## src/hdl/diag_pkg.sv

```systemverilog
package diag_pkg;
    // =====================================================================
    // Register map (printed offsets are word indices; byte addr = 4*index).
    // =====================================================================
    localparam logic [7:0] IDX_ERR_CAT   = 8'h00;
    localparam logic [7:0] IDX_CLASS     = 8'h01;
    localparam logic [7:0] IDX_INT_SUP   = 8'h02;
    localparam logic [7:0] IDX_ZERO      = 8'h03;
    localparam logic [7:0] IDX_IN_BYTE3  = 8'h04;
    localparam logic [7:0] IDX_CTRL      = 8'h05;
    localparam logic [7:0] IDX_STATUS    = 8'h06;
    localparam logic [7:0] IDX_IRQ_STAT  = 8'h07;
    localparam logic [7:0] IDX_IRQ_MASK  = 8'h08;
    localparam logic [7:0] IDX_ERR_SRC   = 8'h09;
    localparam logic [11:0] ADDR_ERR_CAT  = 12'h000;
    localparam logic [11:0] ADDR_CLASS    = 12'h004;
    localparam logic [11:0] ADDR_INT_SUP  = 12'h008;
    localparam logic [11:0] ADDR_ZERO     = 12'h00c;
    localparam logic [11:0] ADDR_IN_BYTE3 = 12'h010;
    localparam logic [11:0] ADDR_CTRL     = 12'h014;
    localparam logic [11:0] ADDR_STATUS   = 12'h018;
    localparam logic [11:0] ADDR_IRQ_STAT = 12'h01c;
    localparam logic [11:0] ADDR_IRQ_MASK = 12'h020;
    localparam logic [11:0] ADDR_ERR_SRC  = 12'h024;
    // =====================================================================
    // Field positions.
    // =====================================================================
    localparam int B0_FAIL    = 0;
    localparam int B0_INTERN  = 1;
    localparam int B0_EXTERN  = 2;
    localparam int B0_CHAN    = 3;
    localparam int B0_EXTSUP  = 4;
    localparam int B1_CHINFO  = 4;
    localparam int B2_INTSUP  = 4;
    localparam int B3_PILOST  = 6;
    localparam int CTRL_REL   = 0;
    localparam int CTRL_FUNC  = 1;
    localparam int CTRL_ACK   = 2;
    localparam int ST_PEND    = 0;
    localparam int ST_ERR     = 1;
    localparam int IRQ_OUT    = 0;
    localparam int IRQ_IN     = 1;
    // Error source vector bits.
    localparam int SRC_PILOST = 0;
    localparam int SRC_SUPPLY = 1;
    localparam int SRC_SHORT  = 2;
    localparam int SRC_BUSSUP = 3;
    localparam int SRC_MODDIAG = 4;
    localparam int SRC_W      = 5;
    localparam logic [3:0] CLASS_DIGITAL  = 4'hf;
    localparam logic [3:0] CLASS_FUNCTION = 4'h8;
    localparam logic [31:0] CTRL_RESET    = 32'h0000_0000;
    localparam logic [1:0]  MASK_RESET    = 2'h0;
endpackage

```

## src/hdl/diag_rec_build.sv

```systemverilog
`timescale 1ns/10ps
// =========================================================================
// Record assembly from error sources.
// =========================================================================
module diag_rec_build
    import diag_pkg::*;
(
    // Error sources and class select.
    input  wire logic [SRC_W-1:0] src,
    input  wire logic             func_mod,
    // Assembled record bytes.
    output logic      [7:0]       b0,
    output logic      [7:0]       b1,
    output logic      [7:0]       b2
);
    logic any_fail;  // Module failure has the widest cause set.

    // Byte contents are a pure function of the sources and the class select.
    always_comb begin
        any_fail = |src;
        b0 = 8'h00;  // Bits 7..5 stay zero.
        b0[B0_FAIL]   = any_fail;
        b0[B0_INTERN] = src[SRC_SUPPLY] | src[SRC_SHORT];
        b0[B0_EXTERN] = src[SRC_BUSSUP];
        b0[B0_CHAN]   = src[SRC_BUSSUP];
        b0[B0_EXTSUP] = src[SRC_BUSSUP];
        b1 = 8'h00;
        b1[3:0] = func_mod ? CLASS_FUNCTION : CLASS_DIGITAL;
        b1[B1_CHINFO] = any_fail;
        b2 = 8'h00;
        b2[B2_INTSUP] = src[SRC_SUPPLY];
    end
endmodule

```

## src/hdl/diag_clear_det.sv

```systemverilog
`timescale 1ns/10ps
// =========================================================================
// Detects the edge at which an active error goes away, and its arrival.
// =========================================================================
module diag_clear_det (
    // Clock and reset.
    input  wire logic mclk,
    input  wire logic rst_n,
    // Combined error level.
    input  wire logic err,
    // Edge pulses.
    output logic      rise,
    output logic      fall
);
    logic err_q;  // Previous error level.
    logic err_d;  // Next error level.

    // Next value is the current level.
    always_comb begin
        err_d = err;
    end

    // Register the level.
    always_ff @(posedge mclk) begin
        if (!rst_n) begin
            err_q <= 1'b0;
        end else begin
            err_q <= err_d;
        end
    end

    assign rise = err & ~err_q;
    assign fall = ~err & err_q;
endmodule

```

## src/hdl/diag_record_out.sv

```systemverilog
// Added by the designer: the APB register port.
`timescale 1ns/10ps
//
// Contract
// - Outgoing record only when release still enabled
// - Byte0 bit0 flags module failure
// - Byte0 bit1 flags internal error
// - Byte0 bit2 flags external error
// - Byte0 bit3 flags channel error
// - Byte0 bit4 missing external supply; 7..5 zero
// - Byte1 low nibble holds module class
// - Byte1 bit4 flags channel info present
// - Byte2 bit4 internal supply; byte3 zero
// - Same layout for all function types
// - Incoming byte3 bit6 flags lost interrupt
//
module diag_record_out
    import diag_pkg::*;
(
    // Clock and reset.
    input  wire logic             mclk,
    input  wire logic             rst_n,
    // APB slave.
    input  wire logic             psel,
    input  wire logic             penable,
    input  wire logic             pwrite,
    input  wire logic [11:0]      paddr,
    input  wire logic [31:0]      pwdata,
    output logic      [31:0]      prdata,
    output logic                  pready,
    output logic                  pslverr,
    // Error sources from the function unit.
    input  wire logic [SRC_W-1:0] err_src,
    // Interrupt.
    output logic                  irq
);
    // =====================================================================
    // State.
    // =====================================================================
    typedef enum logic [2:0] {
        ST_IDLE  = 3'b001,  // No record pending.
        ST_ACT   = 3'b010,  // Error active, incoming record latched.
        ST_OUT   = 3'b100   // Outgoing record frozen for the reader.
    } rec_state_t;

    rec_state_t  st_q, st_d;          // Record state machine.
    logic [2:0]  ctrl_q, ctrl_d;      // Release, class and unused bit.
    logic [7:0]  r0_q, r0_d;          // Frozen record byte 0.
    logic [7:0]  r1_q, r1_d;          // Frozen record byte 1.
    logic [7:0]  r2_q, r2_d;          // Frozen record byte 2.
    logic [7:0]  in3_q, in3_d;        // Incoming record byte 3.
    logic [3:0]  rd_q, rd_d;          // Bytes collected, one bit each.
    logic [1:0]  ist_q, ist_d;        // Sticky interrupt status.
    logic [1:0]  imsk_q, imsk_d;      // Interrupt mask.
    logic [31:0] prdata_q, prdata_d;  // Read data register.
    logic        pready_q, pready_d;  // Access acknowledge.
    logic        perr_q, perr_d;      // Error answer.
    logic        irq_q, irq_d;        // Registered interrupt.
    logic [7:0]  b0, b1, b2;          // Live record bytes.
    logic        err_lvl;             // Any error present.
    logic        err_rise, err_fall;  // Edges of the error level.
    logic        wr_acc, rd_acc;      // Access phase strobes.
    logic        hit;                 // Address is mapped.
    logic [1:0]  ev;                  // Interrupt events this cycle.

    // =====================================================================
    // Sub-blocks.
    // =====================================================================
    // One builder serves every function type, only the class differs.
    diag_rec_build u_build (
        .src      (err_src),
        .func_mod (ctrl_q[CTRL_FUNC]),
        .b0       (b0),
        .b1       (b1),
        .b2       (b2)
    );

    assign err_lvl = |err_src;

    diag_clear_det u_det (
        .mclk  (mclk),
        .rst_n (rst_n),
        .err   (err_lvl),
        .rise  (err_rise),
        .fall  (err_fall)
    );

    // =====================================================================
    // Record state and bus.
    // =====================================================================
    // The access phase has one wait cycle: pready rises on the second
    // cycle of every access, so each transfer takes three cycles with setup.
    always_comb begin
        wr_acc   = psel & penable & pwrite & ~pready_q;
        rd_acc   = psel & penable & ~pwrite & ~pready_q;
        st_d     = st_q;
        ctrl_d   = ctrl_q;
        r0_d     = r0_q;
        r1_d     = r1_q;
        r2_d     = r2_q;
        in3_d    = in3_q;
        rd_d     = rd_q;
        imsk_d   = imsk_q;
        ev       = 2'b00;
        pready_d = psel & penable & ~pready_q;
        perr_d   = 1'b0;
        prdata_d = 32'h0000_0000;
        hit      = 1'b1;
        case (paddr)
            ADDR_ERR_CAT:  prdata_d = {24'h000000, r0_q};
            ADDR_CLASS:    prdata_d = {24'h000000, r1_q};
            ADDR_INT_SUP:  prdata_d = {24'h000000, r2_q};
            ADDR_ZERO:     prdata_d = 32'h0000_0000;
            ADDR_IN_BYTE3: prdata_d = {24'h000000, in3_q};
            ADDR_CTRL:     prdata_d = {29'h0, ctrl_q};
            ADDR_STATUS:   prdata_d = {30'h0, err_lvl,
                                       st_q == ST_OUT};
            ADDR_IRQ_STAT: prdata_d = {30'h0, ist_q};
            ADDR_IRQ_MASK: prdata_d = {30'h0, imsk_q};
            ADDR_ERR_SRC:  prdata_d = {27'h0, err_src};
            default: begin
                hit = 1'b0;
            end
        endcase
        if (!rd_acc) begin
            prdata_d = prdata_q;
        end
        if ((rd_acc | wr_acc) && !hit) begin
            perr_d = 1'b1;
            prdata_d = 32'h0000_0000;
        end
        // Control writes; the acknowledge bit is a write-only strobe.
        if (wr_acc && paddr == ADDR_CTRL) begin
            ctrl_d = {1'b0, pwdata[CTRL_FUNC], pwdata[CTRL_REL]};
        end
        if (wr_acc && paddr == ADDR_IRQ_MASK) begin
            imsk_d = pwdata[1:0];
        end
        // Count collected bytes of the frozen record.
        if (st_q == ST_OUT && rd_acc) begin
            case (paddr)
                ADDR_ERR_CAT: rd_d[0] = 1'b1;
                ADDR_CLASS:   rd_d[1] = 1'b1;
                ADDR_INT_SUP: rd_d[2] = 1'b1;
                ADDR_ZERO:    rd_d[3] = 1'b1;
                default: begin
                    rd_d = rd_q;
                end
            endcase
        end
        case (st_q)
            ST_IDLE: begin
                if (err_rise) begin
                    // Incoming record: byte 3 carries the lost flag.
                    in3_d = 8'h00;
                    in3_d[B3_PILOST] = err_src[SRC_PILOST];
                    r0_d  = b0;
                    r1_d  = b1;
                    r2_d  = b2;
                    if (ctrl_q[CTRL_REL]) begin
                        ev[IRQ_IN] = 1'b1;
                    end
                    st_d = ST_ACT;
                end
            end
            ST_ACT: begin
                // Follow the error while it stands so the snapshot taken
                // at the clear reflects the latest causes.
                if (err_lvl) begin
                    r0_d = b0;
                    r1_d = b1;
                    r2_d = b2;
                end
                if (err_fall) begin
                    if (ctrl_q[CTRL_REL]) begin
                        ev[IRQ_OUT] = 1'b1;
                        rd_d = 4'h0;
                        st_d = ST_OUT;
                    end else begin
                        st_d = ST_IDLE;
                    end
                end
            end
            ST_OUT: begin
                // Bytes stay frozen until all four are read or software
                // forces the release; an error that rises meanwhile is not recorded.
                if (rd_q == 4'hf ||
                    (wr_acc && paddr == ADDR_CTRL &&
                     pwdata[CTRL_ACK])) begin
                    st_d = ST_IDLE;
                end
            end
            default: begin
                st_d = ST_IDLE;
            end
        endcase
        irq_d = |(ist_d & imsk_d);
    end

    // =====================================================================
    // Interrupt status: set beats write-one-to-clear.
    // =====================================================================
    always_comb begin
        ist_d = ist_q;
        if (wr_acc && paddr == ADDR_IRQ_STAT) begin
            ist_d = ist_q & ~pwdata[1:0];
        end
        ist_d = ist_d | ev;
    end

    // =====================================================================
    // Registers.
    // =====================================================================
    always_ff @(posedge mclk) begin
        if (!rst_n) begin
            st_q     <= ST_IDLE;
            ctrl_q   <= CTRL_RESET[2:0];
            r0_q     <= 8'h00;
            r1_q     <= 8'h00;
            r2_q     <= 8'h00;
            in3_q    <= 8'h00;
            rd_q     <= 4'h0;
            ist_q    <= 2'h0;
            imsk_q   <= MASK_RESET;
            prdata_q <= 32'h0000_0000;
            pready_q <= 1'b0;
            perr_q   <= 1'b0;
            irq_q    <= 1'b0;
        end else begin
            st_q     <= st_d;
            ctrl_q   <= ctrl_d;
            r0_q     <= r0_d;
            r1_q     <= r1_d;
            r2_q     <= r2_d;
            in3_q    <= in3_d;
            rd_q     <= rd_d;
            ist_q    <= ist_d;
            imsk_q   <= imsk_d;
            prdata_q <= prdata_d;
            pready_q <= pready_d;
            perr_q   <= perr_d;
            irq_q    <= irq_d;
        end
    end

    assign prdata  = prdata_q;
    assign pready  = pready_q;
    assign pslverr = perr_q;
    assign irq     = irq_q;
endmodule

```

## config.mk

```make
export PLATFORM = sky130hd
export DESIGN_NAME = diag_record_out
export DESIGN_NICKNAME = d
export VERILOG_FILES = /design/src/hdl/diag_pkg.sv /design/src/hdl/diag_rec_build.sv /design/src/hdl/diag_clear_det.sv /design/src/hdl/diag_record_out.sv
export SDC_FILE = /design/constraint.sdc
export NUM_CORES = 1
export LEC_CHECK = 0
export BUFFER_PORTS_ARGS = -buffer_cell sky130_fd_sc_hd__buf_2
export CAP_MARGIN = 30
export CORE_MARGIN = 1.5
export CORE_UTILIZATION = 31
export CTS_BUF_LIST = sky130_fd_sc_hd__clkbuf_8
export DETAILED_ROUTE_END_ITERATION = 16
export GPL_TIMING_DRIVEN = 0
export PLACE_DENSITY = 0.58
export SETUP_SLACK_MARGIN = 0.5
export SYNTH_ARGS = -nofsm -noshare
export SYNTH_HDL_FRONTEND = slang
export SYNTH_SLANG_ARGS = --single-unit
```

## constraint.sdc

```tcl
create_clock -name mclk -period 2.1 [get_ports mclk]
set_input_delay 0.105 -clock mclk [delete_from_list [all_inputs] [get_ports mclk]]
set_output_delay 0.105 -clock mclk [all_outputs]
set_load 0.03 [all_outputs]
```

==> flow_metrics.env <==
export IMPL_status="finished clean"
export IMPL_cts_buffers=5
export IMPL_place_area_um2=2160
export IMPL_clock_sinks=30
export IMPL_final_common_cell="buf_2"
export IMPL_synth_warnings=0
export IMPL_ant_nets=0
export IMPL_setup_viol=0
export IMPL_drt_wirelength_per_cell_um=12.6
export IMPL_dr_pass1_iters=4
export IMPL_max_slew_margin_rel_pct=63.6
export IMPL_die_w_um=79.1
export IMPL_drt_initial_drc_count=112
export IMPL_fin_worst_skew_ns=0.00371
export IMPL_worst_pin_slew_ns=0.541
export IMPL_antenna_cells=0
export IMPL_synth_seq_cells=30
export IMPL_dpl_cell_count=350
export IMPL_ir_drop_uv=213
export IMPL_hold_viol=0
export IMPL_p_per_area_nw_per_um2=601
export IMPL_syn2layout_area_growth_pct=30.1
export IMPL_drcViolationCount=0
export IMPL_grt_overflow=0
export IMPL_fill_cells=592
export IMPL_r2r_cells=6
export IMPL_maxCapViolCount=0
export IMPL_synth_avg_cell_area_um2=8.12
export IMPL_post_route_period_util_pct=76.9
export IMPL_reg2reg_slack_ns=0.49
export IMPL_final_cells=361
export IMPL_fin_area_um2=2340
export IMPL_fin_tns_setup_ns=0
export IMPL_ios=89
export IMPL_syn_area_um2=1800
export IMPL_fmax_mhz=619
export IMPL_portBuffers=32
export IMPL_antenna_found_initial=0
export IMPL_routed_wl_mm=4.54
export IMPL_ctsRootBufferMaster="clkbuf_8"
export IMPL_min_path_type="input port to register"
export IMPL_synth_main_ff_cell="dfxtp_1"
export IMPL_maxSlewViolCount=0
export IMPL_clock_path_buffers=2
export IMPL_r2r_end="irq"
export IMPL_post_dp_hpwl_mm=3.54
export IMPL_num_vias=1685
export IMPL_gr_usage_all_layers_pct=14.7
export IMPL_fin_crit_ns=1.61
export IMPL_grt_pass1_vias=1442
export IMPL_critPathLaunchType="register"
export IMPL_async_flop_share_pct=0
export IMPL_dieArea_um2=6260
export IMPL_drive_above_1_share_pct=33.2
export IMPL_worst_setup_path_type="register to register"
export IMPL_cts_max_level=2
export IMPL_hold_end="ctrl_q[1]"
export IMPL_syn_inst=221
export IMPL_synth_area_leader_cell="dfxtp_1"
export IMPL_r2r_start="pready"
export IMPL_min_from="pwdata[1]"
export IMPL_cp_end_kind="register"
export IMPL_cts_reportedPaths_clkPinSlew_ns=0.06
export IMPL_hold_path_depth=3
export IMPL_synth_cell_types=51
export IMPL_yosysTopAreaCellShare_pct=33.4
export IMPL_final_cell_mix="buf_2, buf_4, dfxtp_1"
export IMPL_grt_max_degree=11
export IMPL_core_area_um2=5540
export IMPL_crit_path_max_fanout=4
export IMPL_num_rows=27
export IMPL_cts_tree="done"
export IMPL_postCtsHoldBufs=0
export IMPL_die_y_um=79.1
export IMPL_clock_insertion_delay_worst_skew_ns=0.28
export IMPL_yosysSeqAreaShare_pct=33.4
export IMPL_total_leakage_power_nw=1.02
export IMPL_via_per_inst=4.67
export IMPL_initial_core_util_pct=32.4
export IMPL_critPathRequiredTime_ns=2.28
export IMPL_ys_top_cells_by_area="dfxtp_1, buf_4, a21oi_1"
export IMPL_startpoint="pready"
export IMPL_gp_congestion=0.826
export IMPL_grt_pass1_wl_mm=6.96
export IMPL_synth_edff_count=0
export IMPL_rsz0062_at_grt="true"
export IMPL_worstPathArrival_ns=1.79
export IMPL_nNetsFinal=342
-- sequential cells by signal, summed over array words and instances, names as in the netlist --
name	count
prdata	6
rd_q	4
r0_q	3
st_q	3
ctrl_q	2
imsk_q	2
ist_q	2
r1_q	2
in3_q	1
irq	1
pready	1
pslverr	1
r2_q	1
u_det.err_q	1
-- power by group --
group          total, mW  switching [mW]  internal, mW
clock network      0.481           0.222         0.259
logic              0.309           0.183         0.126
registers          0.614          0.0212         0.593
total               1.40           0.426         0.978
-- worst max-delay path, stage by stage, from the launching register on --
cell	delay [ns]
dfxtp_2	0.33
nand4b_1	0.19
buf_4	0.16
nor4_4	0.23
nand4_1	0.14
a22o_1	0.21
a32o_1	0.24
-- worst max-delay path by stage --
stage,endpoint,slack [ns],cells past startpoint
final,irq,0.49,6
after CTS,r1_q[2],0.44,5
after floorplan,st_q[0],0.46,5
after global routing,irq,0.39,6
after global placement,irq,0.14,6
after detailed placement,irq,0.13,6
-- routing by layer --
layer | up-vias | wire [um] | track usage (%)
li1 | 876 | - | -
met1 | 761 | 2210 | 20.1
met2 | 44 | 2060 | 22.5
met3 | 4 | 241 | 2.53
met4 | 0 | 37 | 6.84
met5 | - | 0 | 0
-- layout make-up --
class,instances,area (um2),share of cell area (%)
flip-flops and latches,30,604,25.9
repair buffers,35,183,7.82
multi-input cells,177,1120,47.9
clock buffers,6,82.6,3.54
plain buffers,34,229,9.80
inverters,5,18.8,0.803
clock inverters,2,8.76,0.375
well taps,72,90.1,3.86
-- timing repair --
item | 4_1_cts | 5_1_grt
gates resized for setup | 6 | 10
pin swaps | 0 | 3
endpoints found under the setup margin | 14 | 16
buffers inserted | 1 | 2
-- stage by stage --
step           setup slack, ns  utilization [%]  hold slack (ns)  power, mW
2_1_floorplan            0.463                -            0.241      0.847
3_3_place_gp             0.138             38.9            0.388      0.914
3_5_place_dp             0.129             38.9            0.391      0.915
4_1_cts                  0.438             41.2           0.0893       1.40
5_1_grt                  0.391             42.2            0.112       1.47
6_report                 0.486             42.2           0.0999       1.40
-- cell families (layout without fill, tap and decap cells) --
kind of cell | count (synthesis) | after routing | share of synthesized area (%)
mux | 10 | 10 | 6.69
simple gates | 94 | 94 | 28.9
buf+inv | 39 | 82 | 13.7
other cells | 1 | 26 | 0.209
compound gates | 47 | 47 | 17.1
flops | 30 | 30 | 33.4
-- synth_stat cells (all sizes together) (2+ instances only) --
| master | instances |
|---|---|
| a21oi | 20 |
| a31oi | 2 |
| a22o | 2 |
| mux2i | 3 |
| dfxtp | 30 |
| nand2 | 22 |
| nand3 | 2 |
| nor3b | 3 |
| nor2b | 3 |
| or4 | 4 |
| nor2 | 24 |
| buf | 27 |
| or3b | 2 |
| clkbuf | 7 |
| nor3 | 4 |
| or3 | 2 |
| a211o | 2 |
| and2 | 4 |
| o21ai | 7 |
| mux2 | 6 |
| o2bb2ai | 2 |
| a22oi | 3 |
| nand2b | 6 |
| nand4 | 5 |
| nor4 | 5 |
| inv | 5 |
(Power assumes the default switching activity.)
